## src/rtl/sensor_irq_pkg.sv

```systemverilog
package sensor_irq_pkg;
	localparam int AMBIENT_W = 16;
	localparam int PROX_W = 8;
	localparam int FLAG_W = 8;
	// Flag register bit positions
	localparam int FLAG_PROT_LEAVE = 7;
	localparam int FLAG_PROT_ENTER = 6;
	localparam int FLAG_AMB_LOW = 5;
	localparam int FLAG_AMB_HIGH = 4;
	localparam int FLAG_PROX_CLOSE = 1;
	localparam int FLAG_PROX_AWAY = 0;
	localparam logic [FLAG_W-1:0] FLAG_RESET = 8'h00;
	localparam logic [FLAG_W-1:0] FLAG_USED_MASK = 8'hF3;
	// Persistence counter width and selector encodings
	localparam int PERS_W = 4;
	localparam int PERS_SEL_W = 2;
	localparam logic [PERS_W-1:0] AMB_PERS_1 = 4'h1;
	localparam logic [PERS_W-1:0] AMB_PERS_2 = 4'h2;
	localparam logic [PERS_W-1:0] AMB_PERS_4 = 4'h4;
	localparam logic [PERS_W-1:0] AMB_PERS_8 = 4'h8;
	localparam logic [PERS_W-1:0] PROX_PERS_1 = 4'h1;
	localparam logic [PERS_W-1:0] PROX_PERS_2 = 4'h2;
	localparam logic [PERS_W-1:0] PROX_PERS_3 = 4'h3;
	localparam logic [PERS_W-1:0] PROX_PERS_4 = 4'h4;
endpackage

```

## src/rtl/sensor_threshold_interrupt.sv

```systemverilog
`timescale 1ns/1ps
// Functional notes
// - With ambient or proximity interrupt enabled, enabled condition drives pin low.
// - Register access never blocked while interrupt pin is asserted.
// - Ambient event when result above high or below low threshold.
// - Proximity event when result above high or below low threshold.
// - All ambient and proximity statuses live in one flag register.
// - Any flag bit going zero to one pulls interrupt pin low.
// - Host read of flag register clears the flags that were set.
// - After flags cleared by read, interrupt pin is released high.
// - Proximity between thresholds raises no proximity interrupt (hysteresis).
// - Flag bits: 7 leave, 6 enter, 5 amb low, 4 amb high, 1 close, 0 away.
// - Ambient event needs 1, 2, 4 or 8 consecutive out-of-window periods.
// - Proximity event needs 1, 2, 3 or 4 consecutive exceeding periods.
module sensor_threshold_interrupt
	import sensor_irq_pkg::*;
(
	input wire logic clk_sys,
	input wire logic resetn,
	input wire logic ambient_irq_enable,
	input wire logic proximity_irq_select,
	input wire logic [PERS_SEL_W-1:0] ambient_persistence,
	input wire logic [PERS_SEL_W-1:0] proximity_persistence,
	input wire logic [AMBIENT_W-1:0] ambient_high_threshold,
	input wire logic [AMBIENT_W-1:0] ambient_low_threshold,
	input wire logic [PROX_W-1:0] proximity_high_threshold,
	input wire logic [PROX_W-1:0] proximity_low_threshold,
	input wire logic ambient_light_valid,
	input wire logic [AMBIENT_W-1:0] ambient_light_data,
	input wire logic proximity_valid,
	input wire logic [PROX_W-1:0] proximity_data,
	input wire logic protection_enter_event,
	input wire logic protection_leave_event,
	input wire logic flag_read,
	output logic [FLAG_W-1:0] flag_rdata,
	output logic irq_pin_out,
	output logic irq_pin_oe
);

	function automatic logic [PERS_W-1:0] amb_pers_count(input logic [PERS_SEL_W-1:0] sel);
		case (sel)
			2'h0: amb_pers_count = AMB_PERS_1;
			2'h1: amb_pers_count = AMB_PERS_2;
			2'h2: amb_pers_count = AMB_PERS_4;
			default: amb_pers_count = AMB_PERS_8;
		endcase
	endfunction

	function automatic logic [PERS_W-1:0] prox_pers_count(input logic [PERS_SEL_W-1:0] sel);
		case (sel)
			2'h0: prox_pers_count = PROX_PERS_1;
			2'h1: prox_pers_count = PROX_PERS_2;
			2'h2: prox_pers_count = PROX_PERS_3;
			default: prox_pers_count = PROX_PERS_4;
		endcase
	endfunction

	// Bits owned by each enable; the protection pair rides on the proximity enable
	function automatic logic [FLAG_W-1:0] enable_mask(input logic amb_en, input logic prox_en);
		enable_mask = '0;
		enable_mask[FLAG_AMB_HIGH] = amb_en;
		enable_mask[FLAG_AMB_LOW] = amb_en;
		enable_mask[FLAG_PROX_CLOSE] = prox_en;
		enable_mask[FLAG_PROX_AWAY] = prox_en;
		enable_mask[FLAG_PROT_ENTER] = prox_en;
		enable_mask[FLAG_PROT_LEAVE] = prox_en;
	endfunction

	// One shot per excursion: later samples find the count already at the need
	function automatic logic reaches_need
	(
		input logic [PERS_W-1:0] cnt,
		input logic [PERS_W-1:0] need
	);
		reaches_need = (cnt + 4'h1) == need;
	endfunction

	logic [PERS_W-1:0] amb_hi_cnt_r;
	logic [PERS_W-1:0] amb_lo_cnt_r;
	logic [PERS_W-1:0] prox_hi_cnt_r;
	logic [PERS_W-1:0] prox_lo_cnt_r;
	logic [FLAG_W-1:0] flags_r;
	logic [FLAG_W-1:0] flags_nxt;
	logic [FLAG_W-1:0] set_nxt;
	logic [PERS_W-1:0] amb_need;
	logic [PERS_W-1:0] prox_need;
	logic amb_above;
	logic amb_below;
	logic prox_above;
	logic prox_below;
	logic amb_hi_fire;
	logic amb_lo_fire;
	logic prox_close_fire;
	logic prox_away_fire;
	logic irq_active;

	assign amb_need = amb_pers_count(ambient_persistence);
	assign prox_need = prox_pers_count(proximity_persistence);
	assign amb_above = ambient_light_data > ambient_high_threshold;
	assign amb_below = ambient_light_data < ambient_low_threshold;
	assign prox_above = proximity_data > proximity_high_threshold;
	// In-window results reset both counts, so no event fires there
	assign prox_below = proximity_data < proximity_low_threshold;

	// Event fires on the sample that makes the count reach the need
	assign amb_hi_fire = ambient_light_valid && amb_above
		&& reaches_need(amb_hi_cnt_r, amb_need);
	assign amb_lo_fire = ambient_light_valid && amb_below
		&& reaches_need(amb_lo_cnt_r, amb_need);
	assign prox_close_fire = proximity_valid && prox_above
		&& reaches_need(prox_hi_cnt_r, prox_need);
	assign prox_away_fire = proximity_valid && prox_below
		&& reaches_need(prox_lo_cnt_r, prox_need);

	// Counts stop at the need, so a lowered need cannot let them wrap and refire
	always_ff @(posedge clk_sys or negedge resetn)
	begin
		if (!resetn)
			amb_hi_cnt_r <= '0;
		else if (ambient_light_valid)
		begin
			if (!amb_above)
				amb_hi_cnt_r <= '0;
			else if (amb_hi_cnt_r < amb_need)
				amb_hi_cnt_r <= amb_hi_cnt_r + 4'h1;
		end
	end

	always_ff @(posedge clk_sys or negedge resetn)
	begin
		if (!resetn)
			amb_lo_cnt_r <= '0;
		else if (ambient_light_valid)
		begin
			if (!amb_below)
				amb_lo_cnt_r <= '0;
			else if (amb_lo_cnt_r < amb_need)
				amb_lo_cnt_r <= amb_lo_cnt_r + 4'h1;
		end
	end

	always_ff @(posedge clk_sys or negedge resetn)
	begin
		if (!resetn)
			prox_hi_cnt_r <= '0;
		else if (proximity_valid)
		begin
			if (!prox_above)
				prox_hi_cnt_r <= '0;
			else if (prox_hi_cnt_r < prox_need)
				prox_hi_cnt_r <= prox_hi_cnt_r + 4'h1;
		end
	end

	always_ff @(posedge clk_sys or negedge resetn)
	begin
		if (!resetn)
			prox_lo_cnt_r <= '0;
		else if (proximity_valid)
		begin
			if (!prox_below)
				prox_lo_cnt_r <= '0;
			else if (prox_lo_cnt_r < prox_need)
				prox_lo_cnt_r <= prox_lo_cnt_r + 4'h1;
		end
	end

	// Enables gate the recording only; counting goes on regardless
	always_comb
	begin
		set_nxt = '0;
		set_nxt[FLAG_AMB_HIGH] = amb_hi_fire;
		set_nxt[FLAG_AMB_LOW] = amb_lo_fire;
		set_nxt[FLAG_PROX_CLOSE] = prox_close_fire;
		set_nxt[FLAG_PROX_AWAY] = prox_away_fire;
		set_nxt[FLAG_PROT_ENTER] = protection_enter_event;
		set_nxt[FLAG_PROT_LEAVE] = protection_leave_event;
		set_nxt = set_nxt & enable_mask(ambient_irq_enable, proximity_irq_select);
	end

	// A set in the read cycle survives: the host sees it on the next read
	always_comb
	begin
		if (flag_read)
			flags_nxt = set_nxt & FLAG_USED_MASK;
		else
			flags_nxt = (flags_r | set_nxt) & FLAG_USED_MASK;
	end

	always_ff @(posedge clk_sys or negedge resetn)
	begin
		if (!resetn)
			flags_r <= FLAG_RESET;
		else
			flags_r <= flags_nxt;
	end

	// Read data is registered; the read never stalls, whatever the pin state
	always_ff @(posedge clk_sys or negedge resetn)
	begin
		if (!resetn)
			flag_rdata <= FLAG_RESET;
		else if (flag_read)
			flag_rdata <= flags_r;
	end

	assign irq_active = |flags_nxt;

	// Open drain: output value is always 0, enable pulls the line low
	always_ff @(posedge clk_sys or negedge resetn)
	begin
		if (!resetn)
			irq_pin_out <= 1'b0;
		else
			irq_pin_out <= 1'b0;
	end

	always_ff @(posedge clk_sys or negedge resetn)
	begin
		if (!resetn)
			irq_pin_oe <= 1'b0;
		else
			irq_pin_oe <= irq_active;
	end

endmodule

```

## config.mk

```make
export PLATFORM = sky130hd
export DESIGN_NAME = sensor_threshold_interrupt
export DESIGN_NICKNAME = d
export VERILOG_FILES = /design/src/rtl/sensor_irq_pkg.sv /design/src/rtl/sensor_threshold_interrupt.sv
export SDC_FILE = /design/constraint.sdc
export NUM_CORES = 1
export LEC_CHECK = 0
export BUFFER_PORTS_ARGS = -buffer_cell sky130_fd_sc_hd__buf_2
export CAP_MARGIN = 10
export CORE_ASPECT_RATIO = 1.2
export CORE_MARGIN = 4
export CORE_UTILIZATION = 40
export CTS_CLUSTER_SIZE = 14
export DETAILED_ROUTE_END_ITERATION = 10
export MAX_ROUTING_LAYER = met4
export PLACE_DENSITY = 0.64
export SYNTH_ARGS = -nofsm -noshare
export SYNTH_HDL_FRONTEND = slang
export SYNTH_SLANG_ARGS = --single-unit
```

## constraint.sdc

```tcl
create_clock -name clk_sys -period 5.5 [get_ports clk_sys]
set_input_delay 0.825 -clock clk_sys [delete_from_list [all_inputs] [get_ports clk_sys]]
set_output_delay 0.825 -clock clk_sys [all_outputs]
set_load 0.02 [all_outputs]
```

==> flow_summary.json <==
{
  "min_period_ns": 2.67,
  "dp_slack_ns": 2.55,
  "crit_slowest_cell": "or4_1",
  "end_kind": "flop",
  "hold_viol": 0,
  "netlist_top_cells_count": "ha_1 (65), inv_1 (61), dfrtp_1 (29)",
  "synth_seq_cells": 29,
  "antenna_found_initial": 0,
  "die_x_um": 86.7,
  "min_path_type": "flop to flop",
  "seq_area_frac_synth": 0.244,
  "io_buffers": 91,
  "grt_remaining_overflow": 0,
  "pin_count": 95,
  "htreeDepth": 2,
  "maxCapViolations": 0,
  "cts_buffers": 5,
  "antenna_cells": 0,
  "cts.sinks": 29,
  "leakagePower_nw": 2.02,
  "avgSynthCellArea_sq_um": 8.75,
  "syn_to_final_growth_pct": 21.2,
  "setup_tns_ns": 0,
  "vias": 2640,
  "synthTopCellsByArea": "ha_1 (27%), dfrtp_1 (24%), inv_1 (7.7%), a21oi_1 (3.7%), mux2_2 (3.4%)",
  "final_area_sq_um": 3610,
  "synth_ff_type": "dfrtp_1",
  "ant_nets": 0,
  "cts_root_buf": "clkbuf_8",
  "synthAdderAreaFrac": 0.273,
  "hold_ws_ns": 0.499,
  "hpwlAfterDp_um": 5780,
  "slew_violations": 0,
  "worst_slew_pin_slew_ns": 0.667,
  "cp.buffers_inverters": 1,
  "fin_nets": 585,
  "relSlewSlack": 0.552,
  "muxShareOfSynthArea": 0.0374,
  "yosysTopAreaCellShare": 0.273,
  "grt_pass1_vias": 2647,
  "clk_path_buf_depth": 2,
  "synthArstFlopShare": 1.00,
  "worstPathRequired_ns": 5.65,
  "critPathTopFamily": "simple AND/OR/NAND/NOR gates",
  "dr.pass1.iters": 4,
  "clock_latency_ns": 0.27,
  "die_h_um": 102,
  "syn_area_sq_um": 2970,
  "synth_xor_area_frac": 0.0530,
  "holdBufCountCts": 0,
  "ctsResizeCount": 0,
  "final.setup.worst_slack_ns": 2.83,
  "power_density_nw_per_um2": 238,
  "yosysMostFrequentCell": "ha_1",
  "drive_above_1_share": 0.260,
  "cp.arrival_ns": 2.81,
  "drc": 0,
  "fmax_mhz": 375,
  "grt_pass1_wl_um": 11000,
  "setup_viol": 0,
  "start_util": 0.411,
  "routed_wl_um": 6570,
  "cp-start-kind": "primary input",
  "core_sq_um": 7230,
  "min_period_over_period": 0.485,
  "rows": 34,
  "yosysWarnings": 0,
  "ir_drop_v": 0.0000971,
  "synth_edf_count": 0,
  "yosys.area_share.simple": 0.132,
  "rsz0062_at_grt": "no",
  "dp.cells": 518,
  "via_per_inst": 5.03,
  "yosysTopAreaCell": "ha_1",
  "critical_path_class": "primary input to flop",
  "drtIter0Drc": 59,
  "cts_setup_buffers": 0,
  "crit_chain": "buf_2 > ha_1 > nand4_1 > nor4_1 > and4_1 > a31oi_2 > a32o_2 > or4_1",
  "place_area_sq_um": 3520,
  "clk_pin_slew_ns": 0.06,
  "dieArea_sq_um": 8880,
  "synth_top_family_by_area": "adder cells",
  "cpPeakStageDelay_ns": 0.49,
  "cts_tree": "done",
  "fillers": 724,
  "synthCells": 340,
  "outcome": "finished clean",
  "cp_max_fo": 5,
  "ys_types": 45,
  "gp_congestion": 0.903,
  "fin_cells": 525,
  "track_usage": 0.157,
  "drt-wirelength-per-cell_um": 12.5,
  "skew_ns": 0.00146,
  "synth_compound_area_frac": 0.172,
  "grt_max_degree": 30
}
cell usage in the layout, fill, tap and decap left out, drive strengths merged, types with 2 or more instances in the layout:
cell / instances
ha: 65
nor3: 7
o2bb2ai: 4
xnor2: 11
nor2: 10
o21ba: 2
nand2: 16
a211oi: 3
o211ai: 2
o21ai: 15
inv: 61
nand2b: 5
o31ai: 2
buf: 91
nor4: 2
xor2: 7
a21oi: 22
clkbuf: 7
nor2b: 8
dfrtp: 29
and2: 3
or2: 2
conb: 3
mux2: 9
a21o: 5
nand3: 11
nand4: 5
o21a: 4
a22o: 8
final timing paths:
kind                                        start              end  slack (ns)  depth (start not counted)
min in group asynchronous                  resetn  amb_hi_cnt_r[2]        0.57                          1
min reg2reg                         flag_rdata[0]    flag_rdata[0]        0.50                          1
max                        ambient_light_data[15]       irq_pin_oe        2.83                          8
min                                 flag_rdata[0]    flag_rdata[0]        0.50                          1
max reg2reg                       amb_hi_cnt_r[1]       irq_pin_oe        3.49                          7
max in group asynchronous                  resetn    flag_rdata[6]        4.51                          1
cell type report:
cell class	instances	area (sq um)	share of cell area
Clock buffer	7	86.3	0.0239
Multi-Input combinational cell	247	2000	0.554
Inverter	61	229	0.0635
Timing Repair Buffer	91	455	0.126
Sequential cell	29	726	0.201
Tap cell	90	113	0.0312
power by group:
group	total, mW	leakage [nW]	switching (mW)	internal (mW)
sequential	0.301	0.385	0.0434	0.257
combinational	0.385	1.59	0.196	0.190
clock	0.171	0.0443	0.0723	0.0989
total	0.857	2.02	0.311	0.546
state kept, by name, summed over array words and instances (netlist names):
name,count
amb_lo_cnt_r,4
prox_hi_cnt_r,4
flag_rdata,6
prox_lo_cnt_r,4
irq_pin_oe,1
flags_r,6
amb_hi_cnt_r,4
stage by stage:
stage | util | power (mW)
2_1_floorplan | - | 0.577
3_3_place_gp | 0.487 | 0.681
3_5_place_dp | 0.487 | 0.693
4_1_cts | 0.499 | 0.871
5_1_grt | 0.499 | 0.938
6_report | 0.499 | 0.857
kinds of logic (layout without fill, tap and decap cells):
kind of cell               count (synthesis)  count (layout)
DFF                                       29              29
xor gates and xnor gates                  18              18
other                                      1               3
muxes                                     10              10
buffers and inverters                     66             159
adders and majority gates                 65              65
and+or+nand+nor                           75              75
AOI/OAI and AO/OA                         76              76
layer usage:
layer / vias up / share of wire / global-route usage
met1: 1189 / 0.43 / 0.178
met3: 14 / 0.052 / 0.0226
met4: 0 / 0.024 / 0.0564
met2: 67 / 0.49 / 0.281
li1: 1370 / - / -
met5: - / 0 / -
(Power assumes the default switching activity.)
